### config.mk
export PLATFORM = sky130hd
export DESIGN_NAME = retimer_link_control_regs
export DESIGN_NICKNAME = d
export VERILOG_FILES = /design/src/verilog/link_ctrl_pkg.sv /design/src/verilog/retimer_link_control_regs.sv
export SDC_FILE = /design/constraint.sdc
export NUM_CORES = 1
export LEC_CHECK = 0
export ABC_CLOCK_PERIOD_IN_PS = 2100
export BUFFER_PORTS_ARGS = -buffer_cell sky130_fd_sc_hd__buf_2
export CORE_ASPECT_RATIO = 1.2
export CORE_MARGIN = 4
export CORE_UTILIZATION = 50
export CTS_BUF_LIST = sky130_fd_sc_hd__clkbuf_8
export DETAILED_ROUTE_END_ITERATION = 8
export PLACE_DENSITY = 0.78
export SLEW_MARGIN = 25
export SYNTH_ARGS = -nofsm -noshare
export SYNTH_HDL_FRONTEND = slang
export SYNTH_SLANG_ARGS = --single-unit
### constraint.sdc
create_clock -name clk -period 2.1 [get_ports clk]
set_input_delay 0.315 -clock clk [delete_from_list [all_inputs] [get_ports clk]]
set_output_delay 0.315 -clock clk [all_outputs]
set_load 0.005 [all_outputs]
### src/verilog/link_ctrl_pkg.sv
// register map, field positions, reset values and timing counts of the link control bank
package link_ctrl_pkg;

  localparam logic [7:0] LINK_EQ_MODE_OFFSET     = 8'h0A;
  localparam logic [7:0] OUTPUT_PROTOCOL_OFFSET  = 8'h0B;
  localparam logic [7:0] OUTPUT_SWING_OFFSET     = 8'h0C;

  // 0x0A field positions
  localparam int APP_SINK_BIT     = 7;
  localparam int HP_BLOCK_BIT     = 6;
  localparam int EQ_ADAPT_BIT     = 5;
  localparam int EQ_ON_BIT        = 4;
  localparam int AUX_ON_BIT       = 3;
  localparam int COMMIT_BIT       = 2;
  localparam int FUNC_MODE_LSB    = 0;

  // 0x0B field positions
  localparam int EDGE_RATE_LSB    = 6;
  localparam int DVI_SEL_BIT      = 5;
  localparam int TERM_LSB         = 3;
  localparam int RATIO_BIT        = 1;
  localparam int TRAIN_DIS_BIT    = 0;

  // 0x0C field positions
  localparam int DATA_SWING_LSB   = 5;
  localparam int CLK_SWING_LSB    = 2;
  localparam int DEEMPH_LSB       = 0;

  // reset values
  localparam logic [7:0] LINK_EQ_MODE_RESET    = 8'h39;
  localparam logic [7:0] OUTPUT_PROTOCOL_RESET = 8'h00;
  localparam logic [7:0] OUTPUT_SWING_RESET    = 8'h00;

  // writable masks, reserved bits excluded
  localparam logic [7:0] LINK_EQ_MODE_WMASK    = 8'hFB;
  localparam logic [7:0] OUTPUT_PROTOCOL_WMASK = 8'hF9;
  localparam logic [7:0] OUTPUT_SWING_WMASK    = 8'hFF;
  // bits frozen while configuration comes from straps
  localparam logic [7:0] LINK_EQ_STRAP_MASK    = 8'h20;
  localparam logic [7:0] OUTPUT_PROTO_STRAP_MASK = 8'hF8;

  // function mode codes
  localparam logic [1:0] MODE_REDRIVER  = 2'b00;
  localparam logic [1:0] MODE_AUTO_XOVR = 2'b01;
  localparam logic [1:0] MODE_AUTO_RT20 = 2'b10;
  localparam logic [1:0] MODE_RETIMER   = 2'b11;

  localparam logic [1:0] TERM_RESERVED  = 2'b10;

  // sideband snoop target
  localparam logic [6:0] SCDC_SLAVE_ADDR = 7'h54;
  localparam logic [7:0] SCDC_RATIO_OFFSET = 8'h20;
  localparam int         SCDC_RATIO_BIT  = 1;

  // hot-plug low time that clears the ratio flag
  localparam int CLK_MHZ          = 200;
  localparam int HPD_LOW_TIME_US  = 2000;
  localparam int HPD_LOW_CYCLES   = HPD_LOW_TIME_US * CLK_MHZ;

endpackage : link_ctrl_pkg

### src/verilog/retimer_link_control_regs.sv
// configuration register bank 0x0A..0x0C with staged lane settings and ratio snoop
`timescale 1ns/1ps
`default_nettype none

// Overview of operation
// - placement bit picks equalizer centre source/sink
// - gating bit blocks hot-plug forwarding
// - equalizer mode fixed/adaptive, strap locks writes
// - equalizer enable bit, resets enabled
// - aux bridge enable, default on
// - lane settings staged until commit write
// - settings apply directly while link idle
// - function mode field selects redriver/retimer
// - edge rate field, strap locks writes
// - protocol select HDMI/DVI, strap locks writes
// - termination field mirrors strap pin in strap mode, loads it once after reset
// - ratio flag follows snooped sideband write
// - long hot-plug low clears ratio flag
// - ratio flag selects tenth or fortieth
// - training disable bit, default enabled
// - training disable forces fortieth ratio
// - data swing field steps
// - clock swing field steps, 110/111 equal
// - post-cursor de-emphasis field
// - reserved bits read zero, ignore writes
module retimer_link_control_regs
  import link_ctrl_pkg::*;
#(
  parameter int HPD_LOW_COUNT = link_ctrl_pkg::HPD_LOW_CYCLES
) (
  input  wire logic       clk,
  input  wire logic       rst_n,
  input  wire logic       clk_en,
  input  wire logic       reg_wr,
  input  wire logic       reg_rd,
  input  wire logic [7:0] reg_addr,
  input  wire logic [7:0] reg_wdata,
  output logic      [7:0] reg_rdata,
  input  wire logic       strap_config,
  input  wire logic [1:0] strap_termination,
  input  wire logic       output_enable_in,
  input  wire logic       sink_hot_plug_in,
  output logic            source_hot_plug_out,
  input  wire logic       snoop_wr_valid,
  input  wire logic [6:0] snoop_slave,
  input  wire logic [7:0] snoop_offset,
  input  wire logic [7:0] snoop_data,
  output logic            app_sink_centre,
  output logic            aux_ddc_bridge_on,
  output logic [1:0]      function_mode_select,
  output logic            dvi_select,
  output logic            ddc_training_disable,
  output logic            link_clock_ratio_flag,
  output logic            lane_equalizer_adaptive,
  output logic            lane_equalizer_on,
  output logic [1:0]      lane_edge_rate,
  output logic [1:0]      lane_termination,
  output logic [2:0]      lane_data_swing,
  output logic [2:0]      lane_clock_swing,
  output logic [1:0]      lane_deemphasis,
  input  wire logic       forced_power_down
);
  import link_ctrl_pkg::*;

  ////////////////////////////////////////////////////////////////////////////
  // register storage
  logic [7:0]  eq_mode_q, eq_mode_d;
  logic [7:0]  proto_q, proto_d;
  logic [7:0]  swing_q, swing_d;
  logic [7:0]  rdata_q, rdata_d;
  logic        hp_out_q, hp_out_d;
  logic        ratio_q, ratio_d;
  logic [31:0] hpd_cnt_q, hpd_cnt_d;
  logic        strap_seen_q, strap_seen_d;

  function automatic logic [7:0] merge(input logic [7:0] old_v, input logic [7:0] new_v,
                                       input logic [7:0] mask);
    merge = (old_v & ~mask) | (new_v & mask);
  endfunction : merge

  ////////////////////////////////////////////////////////////////////////////
  // helpers shared by the write and commit decoders

  // write strobe aimed at one register offset
  function automatic logic wr_hit(input logic       wr,
                                  input logic [7:0] addr,
                                  input logic [7:0] target);
    wr_hit = wr && (addr == target);
  endfunction : wr_hit

  // register writes; strap-locked bits drop out of the mask in pin-strap mode

  always_comb begin
    logic [7:0] m_eq;
    logic [7:0] m_pr;
    m_eq = LINK_EQ_MODE_WMASK;
    m_pr = OUTPUT_PROTOCOL_WMASK;
    if (!strap_config) begin
      m_eq = m_eq & ~LINK_EQ_STRAP_MASK;
      m_pr = m_pr & ~OUTPUT_PROTO_STRAP_MASK;
    end
    eq_mode_d    = eq_mode_q;
    proto_d      = proto_q;
    swing_d      = swing_q;
    if (wr_hit(reg_wr, reg_addr, LINK_EQ_MODE_OFFSET)) begin
      eq_mode_d = merge(eq_mode_q, reg_wdata, m_eq);
    end
    if (wr_hit(reg_wr, reg_addr, OUTPUT_PROTOCOL_OFFSET)) begin
      proto_d = merge(proto_q, reg_wdata, m_pr);
    end
    if (wr_hit(reg_wr, reg_addr, OUTPUT_SWING_OFFSET)) begin
      swing_d = merge(swing_q, reg_wdata, OUTPUT_SWING_WMASK);
    end
    // termination follows its strap pin while straps configure the part
    if (!strap_config || !strap_seen_q) begin
      proto_d[TERM_LSB +: 2] = strap_termination;
    end
  end

  always_ff @(posedge clk) begin
    if (!rst_n) begin
      eq_mode_q    <= LINK_EQ_MODE_RESET;
      proto_q      <= OUTPUT_PROTOCOL_RESET;
      swing_q      <= OUTPUT_SWING_RESET;
    end else if (clk_en) begin
      eq_mode_q    <= eq_mode_d;
      proto_q      <= proto_d;
      swing_q      <= swing_d;
    end
  end

  ////////////////////////////////////////////////////////////////////////////
  // strap-seen marker: termination takes the strap pin once after reset
  always_comb begin
    strap_seen_d = 1'b1;
  end

  always_ff @(posedge clk) begin
    if (!rst_n) begin
      strap_seen_q <= 1'b0;
    end else if (clk_en) begin
      strap_seen_q <= strap_seen_d;
    end
  end

  ////////////////////////////////////////////////////////////////////////////
  // hot-plug low timer: counts consecutive low cycles, saturates past the limit
  logic hpd_expired;

  always_comb begin
    hpd_cnt_d = hpd_cnt_q;
    if (sink_hot_plug_in) begin
      hpd_cnt_d = 32'h0000_0000;
    end else if (hpd_cnt_q <= HPD_LOW_COUNT) begin
      hpd_cnt_d = hpd_cnt_q + 32'h0000_0001;
    end
  end

  always_ff @(posedge clk) begin
    if (!rst_n) begin
      hpd_cnt_q <= 32'h0000_0000;
    end else if (clk_en) begin
      hpd_cnt_q <= hpd_cnt_d;
    end
  end

  // a low that has lasted the full count clears the ratio flag;
  // the flag stays cleared for as long as the pin stays low and training disable is clear
  assign hpd_expired = !sink_hot_plug_in && (hpd_cnt_q >= HPD_LOW_COUNT);

  ////////////////////////////////////////////////////////////////////////////
  // ratio flag: sideband snoop, forced by training disable, cleared by long hot-plug low
  logic snoop_hit;
  logic ratio_forced;

  assign snoop_hit    = snoop_wr_valid && snoop_slave == SCDC_SLAVE_ADDR
                        && snoop_offset == SCDC_RATIO_OFFSET;
  assign ratio_forced = proto_q[TRAIN_DIS_BIT];

  // forcing beats timeout beats snoop, so a forced link never falls back to 1/10
  always_comb begin
    ratio_d = ratio_q;
    if (snoop_hit) begin
      ratio_d = snoop_data[SCDC_RATIO_BIT];
    end
    if (hpd_expired) begin
      ratio_d = 1'b0;
    end
    if (ratio_forced) begin
      ratio_d = 1'b1;
    end
  end

  always_ff @(posedge clk) begin
    if (!rst_n) begin
      ratio_q <= 1'b0;
    end else if (clk_en) begin
      ratio_q <= ratio_d;
    end
  end

  ////////////////////////////////////////////////////////////////////////////
  // staged lane settings
  logic       commit;
  logic       link_idle;
  logic       lane_adapt_q, lane_adapt_d;
  logic       lane_eq_on_q, lane_eq_on_d;
  logic [1:0] lane_edge_q, lane_edge_d;
  logic [1:0] lane_term_q, lane_term_d;
  logic [2:0] lane_dsw_q, lane_dsw_d;
  logic [2:0] lane_csw_q, lane_csw_d;
  logic [1:0] lane_de_q, lane_de_d;

  logic       lane_load;

  // commit is a strobe only: nothing of it is stored, so it always reads back 0
  assign commit    = wr_hit(reg_wr, reg_addr, LINK_EQ_MODE_OFFSET) && reg_wdata[COMMIT_BIT];
  assign link_idle = !output_enable_in || !sink_hot_plug_in || forced_power_down;
  // while the link is idle the lanes track the registers with no commit needed
  assign lane_load = commit || link_idle;

  always_comb begin
    lane_adapt_d = lane_adapt_q;
    lane_eq_on_d = lane_eq_on_q;
    lane_edge_d  = lane_edge_q;
    lane_term_d  = lane_term_q;
    lane_dsw_d   = lane_dsw_q;
    lane_csw_d   = lane_csw_q;
    lane_de_d    = lane_de_q;
    if (lane_load) begin
      lane_adapt_d = eq_mode_q[EQ_ADAPT_BIT];
      lane_eq_on_d = eq_mode_q[EQ_ON_BIT];
      lane_edge_d  = proto_q[EDGE_RATE_LSB +: 2];
      lane_term_d  = proto_q[TERM_LSB +: 2];
      lane_dsw_d   = swing_q[DATA_SWING_LSB +: 3];
      lane_csw_d   = swing_q[CLK_SWING_LSB +: 3];
      lane_de_d    = swing_q[DEEMPH_LSB +: 2];
    end
  end

  always_ff @(posedge clk) begin
    if (!rst_n) begin
      lane_adapt_q <= LINK_EQ_MODE_RESET[EQ_ADAPT_BIT];
      lane_eq_on_q <= LINK_EQ_MODE_RESET[EQ_ON_BIT];
      lane_edge_q  <= OUTPUT_PROTOCOL_RESET[EDGE_RATE_LSB +: 2];
      lane_term_q  <= OUTPUT_PROTOCOL_RESET[TERM_LSB +: 2];
      lane_dsw_q   <= OUTPUT_SWING_RESET[DATA_SWING_LSB +: 3];
      lane_csw_q   <= OUTPUT_SWING_RESET[CLK_SWING_LSB +: 3];
      lane_de_q    <= OUTPUT_SWING_RESET[DEEMPH_LSB +: 2];
    end else if (clk_en) begin
      lane_adapt_q <= lane_adapt_d;
      lane_eq_on_q <= lane_eq_on_d;
      lane_edge_q  <= lane_edge_d;
      lane_term_q  <= lane_term_d;
      lane_dsw_q   <= lane_dsw_d;
      lane_csw_q   <= lane_csw_d;
      lane_de_q    <= lane_de_d;
    end
  end

  ////////////////////////////////////////////////////////////////////////////
  // read data: registered, holds the last value read
  function automatic logic [7:0] read_back(input logic [7:0] addr,
                                           input logic [7:0] eq_v,
                                           input logic [7:0] proto_v,
                                           input logic [7:0] swing_v,
                                           input logic       ratio_v);
    logic [7:0] word;
    word = 8'h00;
    case (addr)
      LINK_EQ_MODE_OFFSET: begin
        word = eq_v & LINK_EQ_MODE_WMASK;
      end
      OUTPUT_PROTOCOL_OFFSET: begin
        word            = proto_v & OUTPUT_PROTOCOL_WMASK;
        word[RATIO_BIT] = ratio_v;
      end
      OUTPUT_SWING_OFFSET: begin
        word = swing_v;
      end
      default: begin
        word = 8'h00;
      end
    endcase
    read_back = word;
  endfunction : read_back

  always_comb begin
    rdata_d = rdata_q;
    if (reg_rd) begin
      rdata_d = read_back(reg_addr, eq_mode_q, proto_q, swing_q, ratio_q);
    end
  end

  always_ff @(posedge clk) begin
    if (!rst_n) begin
      rdata_q <= 8'h00;
    end else if (clk_en) begin
      rdata_q <= rdata_d;
    end
  end

  ////////////////////////////////////////////////////////////////////////////
  // hot-plug forwarding: one flop of delay, held low while the gate bit is set
  always_comb begin
    hp_out_d = sink_hot_plug_in && !eq_mode_q[HP_BLOCK_BIT];
  end

  always_ff @(posedge clk) begin
    if (!rst_n) begin
      hp_out_q <= 1'b0;
    end else if (clk_en) begin
      hp_out_q <= hp_out_d;
    end
  end

  ////////////////////////////////////////////////////////////////////////////
  // outputs, each straight from a flop

  assign reg_rdata               = rdata_q;
  assign source_hot_plug_out     = hp_out_q;
  assign app_sink_centre         = eq_mode_q[APP_SINK_BIT];
  assign aux_ddc_bridge_on       = eq_mode_q[AUX_ON_BIT];
  assign function_mode_select    = eq_mode_q[FUNC_MODE_LSB +: 2];
  assign dvi_select              = proto_q[DVI_SEL_BIT];
  assign ddc_training_disable    = proto_q[TRAIN_DIS_BIT];
  assign link_clock_ratio_flag   = ratio_q;
  assign lane_equalizer_adaptive = lane_adapt_q;
  assign lane_equalizer_on       = lane_eq_on_q;
  assign lane_edge_rate          = lane_edge_q;
  assign lane_termination        = lane_term_q;
  assign lane_data_swing         = lane_dsw_q;
  assign lane_clock_swing        = lane_csw_q;
  assign lane_deemphasis         = lane_de_q;

endmodule : retimer_link_control_regs

`default_nettype wire

### After elaboration in Yosys (flattened, before gate mapping)

Cells that the tools add are included.

* input port bits: 51
* logic and storage cells: 70
* output and inout bits: 30
* bits in registers: 81

* multiplexer cells: 10
* eq/ne operators: 5
* reduce and logical (&&, ||, !) cells: 28
* $lt $le $gt $ge: 2
* add/sub/neg operators: 1
* bitwise logic cells: 8

Operators with widths (count)
* 2-to-1 mux 32 bit: 2
* adder 32 x 1 -> 32 bit, second input constant: 1
* bitwise AND 8 bit: 4
* >= comparator 32 x 19 -> 1 bit, second input constant: 1
* less-or-equal comparator 32 x 19 -> 1 bit, second input constant: 1
* == test 8 x 4 -> 1 bit, second input constant: 3
* case mux 8 bit (3 select lines): 1
* inverter 8 bit: 2
* OR 8 bit: 2
* AND reduction 2 bit: 8
* == test 8 x 6 -> 1 bit, second input constant: 1
* logical AND 1 bit: 8
* 2-to-1 mux 8 bit: 1
* == test 7 bit, second input constant: 1
* 2-to-1 mux 6 bit: 1
* zero test 1 bit: 5
* 2-to-1 mux 5 bit: 1
* logical OR 1 bit: 4
* nonzero test 2 bit: 2
* 2-to-1 mux 1 bit: 3
* nonzero test 3 bit: 1
* 2-to-1 mux 2 bit: 1

### Depth between registers and ports, before layout

Gate-level depths: netlist (run 1).

* depth after elaboration: 6
* mapped depth: 9
* depth with buffers taken out: 8

### Least setup slack after synthesis (run 1)

OpenSTA, ideal clock, no wires.

* path kind: register to register
* start: reg hpd_cnt_q[4]
* end: reg hpd_cnt_q[13]
* setup slack: 41 ps
* setup time: 72 ps
* data arrival time: 1987 ps
* data required time: 2028 ps
* period minus slack after synthesis: 2059 ps
* stages on the path, launching flop included: 7
* buffers on the path: 0
* cells stage by stage: dfxtp_1 or4b_4 nor4_4 o211ai_2 a211oi_2 or3b_1 a21oi_1

* word-level cells in the longest chain between the ends: 3
* elaborated cells on any way between the ends: 6
* those cells by class: add/sub: 1; order compare: 1; mux: 2; reduce/logical: 2

RTL lines
* from (decl): RTL line retimer_link_control_regs.sv:73 `logic [31:0] hpd_cnt_q, hpd_cnt_d;`
* from (signal assigned): RTL line retimer_link_control_regs.sv:163 `hpd_cnt_q <= hpd_cnt_d;`
* adder 32 x 1 -> 32 bit or less-or-equal comparator 32 x 19 -> 1 bit (tied branches): RTL line retimer_link_control_regs.sv:155, retimer_link_control_regs.sv:154
* 2-to-1 mux 32 bit or nonzero test 2 bit (tied branches)
* 2-to-1 mux 32 bit or AND reduction 2 bit (tied branches)

Parallel ways exist; a longest one is shown, timed or not. The select of a mux whose other input is x is not followed.
A chain may end at the register's enable or synchronous reset.

### Worst setup path in the final report (run 1)

* start: reg hpd_cnt_q[2]
* end: reg hpd_cnt_q[13]

The elaborated chain is that of the path after synthesis.

==> results of run 1 <==
## cell families after synthesis
logic type,Yosys count
XOR/XNOR,12
adder cells (fa/ha/maj),2
AND/OR/NAND/NOR,164
buffers and inverters,29
AO/OA/AOI/OAI,68
multiplexers,29
flip-flops,78
## power by group through the flow
stage | clock, mW | combinational (mW) | sequential, mW
2_1_floorplan | 0 | 0.0896 | 1.54
3_3_place_gp | 0 | 0.172 | 1.54
3_5_place_dp | 0 | 0.175 | 1.54
4_1_cts | 1.26 | 0.177 | 1.51
5_1_grt | 1.31 | 0.195 | 1.51
6_report | 1.22 | 0.176 | 1.51
## metrics by stage
step                      hold slack, ns  setup slack [ns]  cell area (µm²)  power [mW]
after CTS                          0.205           -0.0262             4360        2.94
after floorplan                    0.440            0.0406             3480        1.63
final                              0.223           -0.0381             4380        2.91
after global placement             0.452           -0.0150             4080        1.71
after detailed placement           0.456           -0.0568             4080        1.72
after global routing               0.219            -0.126             4380        3.01
## metal layers
layer | part of all wire [%] | wire [µm] | up-vias | global-route usage, %
met4 | 1.9 | 153 | 0 | 9.53
met1 | 45 | 3600 | 1466 | 23.9
li1 | - | - | 1546 | -
met3 | 5.0 | 400 | 12 | 3.98
met5 | 0 | 0 | - | 0
met2 | 48 | 3870 | 83 | 31.8
## worst max path at each step
stage                 start       endpoint  slack, ns  cells after the start
2_1_floorplan  hpd_cnt_q[4]  hpd_cnt_q[13]       0.04                      6
3_3_place_gp   hpd_cnt_q[4]  hpd_cnt_q[15]      -0.01                      7
3_5_place_dp   hpd_cnt_q[4]  hpd_cnt_q[15]      -0.06                      7
4_1_cts        hpd_cnt_q[2]  hpd_cnt_q[13]      -0.03                      6
5_1_grt        hpd_cnt_q[2]  hpd_cnt_q[13]      -0.13                      6
6_report       hpd_cnt_q[2]  hpd_cnt_q[13]      -0.04                      6
## flip-flops by register name, summed over array words and instances, names as in the netlist, 2 cells and up, named ones only
signal	count
swing_q	8
hpd_cnt_q	32
lane_edge_rate	2
lane_deemphasis	2
eq_mode_q	6
lane_clock_swing	3
reg_rdata	8
lane_termination	2
proto_q	3
lane_data_swing	3
## worst reg2reg max path: cells and delay by family (launching register included)
family,cells,cell delay [ns]
compound gates,3,0.59
flops,1,0.32
simple gates,3,1.14
## what timing repair did
action	CTS	global route
endpoints found under the setup margin	3	17
hold buffers	0	0
pin swaps	6	6
setup buffers	2	1
resized for setup	9	4
## area by class of cell
| class | instances | area [µm²] | share of cell area, % |
|---|---|---|---|
| flip-flops and latches | 78 | 1570 | 35.8 |
| well taps | 87 | 109 | 2.49 |
| multi-input cells | 275 | 1850 | 42.3 |
| clock buffers | 9 | 124 | 2.83 |
| repair buffers | 104 | 614 | 14.0 |
| clock inverters | 7 | 96.3 | 2.20 |
| inverters | 4 | 15.0 | 0.343 |
## layout by cell type (no fill, tap or decap), types with 3 or more instances in the layout
master,n
sky130_fd_sc_hd__or3_1,4
sky130_fd_sc_hd__a21oi_1,13
sky130_fd_sc_hd__nand4_1,7
sky130_fd_sc_hd__xnor2_1,11
sky130_fd_sc_hd__nor2b_1,15
sky130_fd_sc_hd__dfxtp_1,75
sky130_fd_sc_hd__nor4_1,6
sky130_fd_sc_hd__o21a_1,3
sky130_fd_sc_hd__nand3_1,21
sky130_fd_sc_hd__o211a_1,7
sky130_fd_sc_hd__o211ai_1,7
sky130_fd_sc_hd__buf_2,73
sky130_fd_sc_hd__inv_1,5
sky130_fd_sc_hd__dfxtp_2,3
sky130_fd_sc_hd__a211oi_2,5
sky130_fd_sc_hd__o21ai_0,17
sky130_fd_sc_hd__nand2b_1,4
sky130_fd_sc_hd__mux2i_1,28
sky130_fd_sc_hd__a21oi_2,3
sky130_fd_sc_hd__nor3_1,4
sky130_fd_sc_hd__nand2_1,49
sky130_fd_sc_hd__buf_4,29
sky130_fd_sc_hd__clkbuf_8,9
sky130_fd_sc_hd__and3_1,15
sky130_fd_sc_hd__nor2_1,21
==> flow_metrics.py, run 1 <==
metrics = {
    "pwr": {
        "powerDensity_nw_per_um2": 664,
        "irDropWorstVdd_v": 0.000508,
        "power_frac_seq_pct": 51.8,
        "cell_internal_pwr_mw": 2.25,
        "proportion_of_total_power_due_to_net_switching_pct": 22.7,
        "power.net_switching_mw": 0.658,
        "p_clk_share_pct": 42.1,
        "leakagePower_nw": 1.90,
        "share_comb_of_total_power_pct": 6.1,
    },
    "global_route": {
        "first_global_vias": 2939,
        "grt_first_pass_wirelength_um": 13200,
        "largest_net_degree_at_the_start_of_global_routing": 35,
        "groute.usage.overall_pct": 19.3,
        "grt_antenna_before_repair": 0,
        "total_gr_overflow": 0,
    },
    "clock_network": {
        "cts_num_sinks": 78,
        "clockRootBuffer": "sky130_fd_sc_hd__clkbuf_8",
        "tritoncts": "done",
        "clk_transition_reported_paths_ns": 0.08,
        "cts.path.max_buffers": 2,
        "clkLatencyLatePin_ns": 0.35,
        "number_of_buffers_inserted_during_clock_tree_synthesis": 9,
        "htreeDepth": 3,
    },
    "setup_path": {
        "arrival_ns": 2.40,
        "critPathBufInv": 0,
        "crit_path_max_fanout": 5,
        "path_delay_family": "simple AND/OR/NAND/NOR gates",
        "worst_r2r_endpoint": "hpd_cnt_q[13]",
        "critPathRequiredTime_ns": 2.36,
        "critical_path.max_stage_delay_ns": 0.54,
        "end_kind": "flop",
        "cpMaxStageDelayCell": "sky130_fd_sc_hd__or4bb_4",
        "crit_type": "flop to flop",
        "start_kind": "flop",
        "ff2ff_path_depth": 6,
        "cell_by_cell_trace_of_the_critical_path": "or4bb_4, nor4_4, o211ai_2, a211oi_2, or3b_1, a21oi_1",
        "ff2ff_setup_slack_ns": -0.04,
        "worst_r2r_startpoint": "hpd_cnt_q[2]",
    },
    "yosys": {
        "synth.avg_cell_area_um2": 9.10,
        "dominantRegCellSynth": "sky130_fd_sc_hd__dfxtp_1",
        "synth_compound_gate_area_share_pct": 14.3,
        "yosysTopAreaCellShare_pct": 44.9,
        "synthesized_instance_count": 382,
        "synthArstFlopShare_pct": 0,
        "muxShareOfSynthArea_pct": 8.38,
        "synthTopCellsByArea": "sky130_fd_sc_hd__dfxtp_1 45%, sky130_fd_sc_hd__mux2i_1 8.1%, sky130_fd_sc_hd__nand2_1 5.3%, sky130_fd_sc_hd__nand3_1 3.0%, sky130_fd_sc_hd__xnor2_1 3.0%",
        "synth.largest_area_cell": "sky130_fd_sc_hd__dfxtp_1",
        "synth-xor-area-share_pct": 3.02,
        "post_synth_most_frequent_cells": "78 x sky130_fd_sc_hd__dfxtp_1, 49 x sky130_fd_sc_hd__nand2_1, 28 x sky130_fd_sc_hd__mux2i_1",
        "yosysWarningCount": 0,
        "synth_sequential_area_ratio_pct": 44.9,
        "post_synthesis_register_bit_count": 78,
        "combinational_family_with_the_most_area_after_synthesis": "simple AND/OR/NAND/NOR gates",
        "ys_types": 49,
        "number_of_enable_flip_flop_cells_after_synthesis": 0,
        "synth.most_common_cell": "sky130_fd_sc_hd__dfxtp_1",
        "yosys.area_share.simple_pct": 25.3,
        "synth-adder-area-share_pct": 0.720,
        "synth.net_count": 435,
        "synth_area_um2": 3480,
    },
    "floorplanning": {
        "floorplan.initialDensity_pct": 51.0,
        "floorplan.die_area_um2": 8360,
        "ioPinCount": 81,
        "std_cell_rows": 33,
        "floorplan.core_area_um2": 6810,
        "chipHeight_um": 99.4,
        "floorplan.die.width_um": 84.1,
    },
    "placement": {
        "placement.io_buffers": 73,
        "hpwl_um": 5690,
        "place_congestion": 0.811,
        "numPlacedInstances": 546,
    },
    "timing": {
        "final_hold_fails": 0,
        "worst_slew_pin_slew_ns": 0.624,
        "fmax_ghz": 0.468,
        "relSlewSlack_pct": 58.3,
        "final.min_clock_period_ns": 2.14,
        "fin_setup_tns_ns": -0.0476,
        "timing.final.ws_setup_ns": -0.0381,
        "rsz0062_at_grt": "yes",
        "setup-violations-final": 2,
        "fin_skew_ns": 0.00825,
        "final_min_period_over_clock_period_pct": 102,
        "slew_viol_final": 0,
    },
    "final_layout": {
        "area_delta_synth_final_pct": 25.8,
        "share_of_final_layout_standard_cells_stronger_than_drive_strength_1_pct": 30.2,
        "final_cell_count_no_fill": 564,
        "fillers": 572,
        "finish.net_count": 525,
        "utilization_pct": 64.2,
        "num_antenna_cells": 0,
    },
    "worst_hold_path": {
        "hp-class": "input pin to flop",
        "worstHoldEndpoint": "eq_mode_q[0]",
        "worstHoldStart": "reg_wdata[0]",
        "worstHoldPathCells": 3,
    },
    "run_status": {
        "status": "finished with violations",
        "failing_checks": "setup timing",
    },
    "route": {
        "drt.antenna.violating_nets": 0,
        "post_drt_via_cell_ratio": 5.51,
        "postRouteWirelength_um": 8020,
        "dr_total_vias": 3107,
        "drt_iter0_markers": 157,
        "firstDrtPassIters": 5,
        "routedWlPerCell_um": 14.2,
        "drc_errors": 0,
    },
    "job": {
        "maxCapViolations": 0,
    },
}
No activity file was read; power rests on OpenSTA's default activity.
==> run 2, diff against run 1 <==
--- a/config.mk
+++ b/config.mk
@@ -7,12 +7,14 @@
 export LEC_CHECK = 0
 export ABC_CLOCK_PERIOD_IN_PS = 2100
 export BUFFER_PORTS_ARGS = -buffer_cell sky130_fd_sc_hd__buf_2
+export CELL_PAD_IN_SITES_DETAIL_PLACEMENT = 1
+export CELL_PAD_IN_SITES_GLOBAL_PLACEMENT = 1
 export CORE_ASPECT_RATIO = 1.2
 export CORE_MARGIN = 4
-export CORE_UTILIZATION = 50
+export CORE_UTILIZATION = 37
 export CTS_BUF_LIST = sky130_fd_sc_hd__clkbuf_8
 export DETAILED_ROUTE_END_ITERATION = 8
-export PLACE_DENSITY = 0.78
+export PLACE_DENSITY_LB_ADDON = 0.1
 export SLEW_MARGIN = 25
 export SYNTH_ARGS = -nofsm -noshare
 export SYNTH_HDL_FRONTEND = slang
==> run 2 against run 1 <==
Net effect:
- the run still ends with setup timing left
- clock-buffer cell count is the same
- critical path type unchanged
- sequential share of layout area shrank 1.6 points
- die area grew 32%
- register-to-register slack lost 0.03 ns
- combinational power grew 7%
- non-clock buffer count grew 3
- total power grew 4.7%
- clock skew shrank 0.0033 ns
- design area grew 4.6%
- largest cell class unchanged
- first-iteration DRC count shrank 54%
- worst hold slack gained 0.0083 ns
==> flow_metrics.py, run 2 (synthesis results as in run 1) <==
metrics = {
    "run_status": {
        "status": "finished with violations",
        "failing_checks": "setup timing",
    },
    "route": {
        "routedWlPerCell_um": 16.8,
        "postRouteWirelength_um": 10100,
        "post_drt_via_cell_ratio": 5.18,
        "drc_errors": 0,
        "dr_total_vias": 3110,
        "drt_iter0_markers": 72,
        "firstDrtPassIters": 4,
        "drt.antenna.violating_nets": 0,
    },
    "global_route": {
        "first_global_vias": 3370,
        "groute.usage.overall_pct": 18.9,
        "largest_net_degree_at_the_start_of_global_routing": 41,
        "grt_antenna_before_repair": 0,
        "total_gr_overflow": 0,
        "grt_first_pass_wirelength_um": 16000,
    },
    "clock_network": {
        "clockRootBuffer": "sky130_fd_sc_hd__clkbuf_8",
        "cts.path.max_buffers": 2,
        "tritoncts": "done",
        "htreeDepth": 3,
        "cts_num_sinks": 78,
        "number_of_buffers_inserted_during_clock_tree_synthesis": 9,
        "clk_transition_reported_paths_ns": 0.08,
        "clkLatencyLatePin_ns": 0.35,
    },
    "placement": {
        "place_congestion": 0.789,
        "numPlacedInstances": 583,
        "pre_cts_ws_ns": -0.0849,
        "hpwl_um": 7220,
        "placement.io_buffers": 73,
    },
    "floorplanning": {
        "ioPinCount": 81,
        "floorplan.initialDensity_pct": 38.1,
        "floorplan.core_area_um2": 9130,
        "chipHeight_um": 114,
        "floorplan.die_area_um2": 11000,
        "std_cell_rows": 38,
        "floorplan.die.width_um": 96.5,
    },
    "final_layout": {
        "multi_input_comb_area_um2": 1950,
        "sequential_cell_area_um2": 1560,
        "final_cell_count_no_fill": 600,
        "regMostFlops": "hpd_cnt_q",
        "num_antenna_cells": 0,
        "finish.net_count": 528,
        "area_delta_synth_final_pct": 31.6,
        "fillers": 1115,
        "share_of_final_layout_standard_cells_stronger_than_drive_strength_1_pct": 31.7,
        "mostFrequentLayoutCell": "sky130_fd_sc_hd__dfxtp_1",
        "largest_reg_flops": 32,
        "highest_count_cells_in_the_layout_ignoring_fill_and_taps": "77 x sky130_fd_sc_hd__dfxtp_1, 73 x sky130_fd_sc_hd__buf_2, 48 x sky130_fd_sc_hd__nand2_1",
    },
    "timing": {
        "slew_viol_final": 0,
        "fmax_ghz": 0.462,
        "fin_setup_tns_ns": -0.312,
        "setup-violations-final": 8,
        "worst_slew_pin_slew_ns": 0.567,
        "fin_skew_ns": 0.00492,
        "rsz0062_at_grt": "yes",
        "final_hold_fails": 0,
        "final_min_period_over_clock_period_pct": 103,
        "relSlewSlack_pct": 62.2,
        "timing.final.ws_setup_ns": -0.0648,
        "final.min_clock_period_ns": 2.16,
    },
    "pwr": {
        "cell_internal_pwr_mw": 2.36,
        "p_clk_share_pct": 44.4,
        "leakagePower_nw": 1.94,
        "proportion_of_total_power_due_to_net_switching_pct": 22.4,
        "irDropWorstVdd_v": 0.000351,
        "post-layout-total-power_mw": 3.04,
        "powerDensity_nw_per_um2": 665,
        "power.net_switching_mw": 0.681,
        "power_frac_seq_pct": 49.4,
        "share_comb_of_total_power_pct": 6.2,
    },
    "setup_path": {
        "ff2ff_setup_slack_ns": -0.06,
        "start_kind": "flop",
        "critPathRequiredTime_ns": 2.34,
        "crit_path_max_fanout": 4,
        "arrival_ns": 2.41,
        "crit_type": "flop to flop",
        "end_kind": "flop",
    },
    "worst_hold_path": {
        "hp-class": "input pin to flop",
    },
    "job": {
        "maxCapViolations": 0,
    },
}
-- run 2: path summary, 6_finish.rpt --
kind | startpoint | to | cells after the start
setup / recovery | hpd_cnt_q[4] | hpd_cnt_q[17] | 7
hold / removal | reg_wdata[3] | eq_mode_q[3] | 3
hold reg to reg | lane_clock_swing[1] | lane_clock_swing[1] | 2
setup reg to reg | hpd_cnt_q[4] | hpd_cnt_q[17] | 7
-- run 2: power groups by stage --
stage	logic [mW]	clock network, mW	registers, mW
after CTS	0.192	1.40	1.50
after detailed placement	0.191	0	1.54
after global routing	0.211	1.46	1.51
after global placement	0.188	0	1.54
final	0.189	1.35	1.50
after floorplan	0.0896	0	1.54
-- run 2: critical path, stage by stage, from the launching register on --
cell and delay (ns):
sky130_fd_sc_hd__dfxtp_1 0.32, sky130_fd_sc_hd__or4b_4 0.55, sky130_fd_sc_hd__nor4_4 0.26, sky130_fd_sc_hd__o211ai_2 0.16
sky130_fd_sc_hd__buf_6 0.19, sky130_fd_sc_hd__a2111oi_4 0.36, sky130_fd_sc_hd__xnor2_1 0.17, sky130_fd_sc_hd__nor2_1 0.05
-- run 2: what timing repair did --
item,in CTS,in global routing
setup buffers,2,1
resized for setup,6,22
hold buffers,0,0
pin swaps,1,19
setup endpoints to repair,11,20
-- run 2: final cells by class --
cell class                 count  area share [%]
multi-input combinational    275            42.5
sequential                    78            34.1
timing repair buffer         107            14.5
tap                          120            3.28
clock buffer                   9            2.71
clock inverter                 7            2.46
inverter                       4           0.328
-- run 2: through the flow --
stage          instance area [µm²]  util, %  hold WS (ns)
6_report                      4580     50.1         0.231
5_1_grt                       4580     50.1         0.223
4_1_cts                       4460     48.8         0.211
3_5_place_dp                  4180     45.7         0.465
3_3_place_gp                  4180     45.7         0.454
2_1_floorplan                 3480        -         0.440
-- run 2: layer usage --
layer  wire length (µm)  global-route usage, %
met4                320                   10.0
met1               4040                   20.5
met5                  0                      0
met3                192                   2.76
met2               5500                   34.5
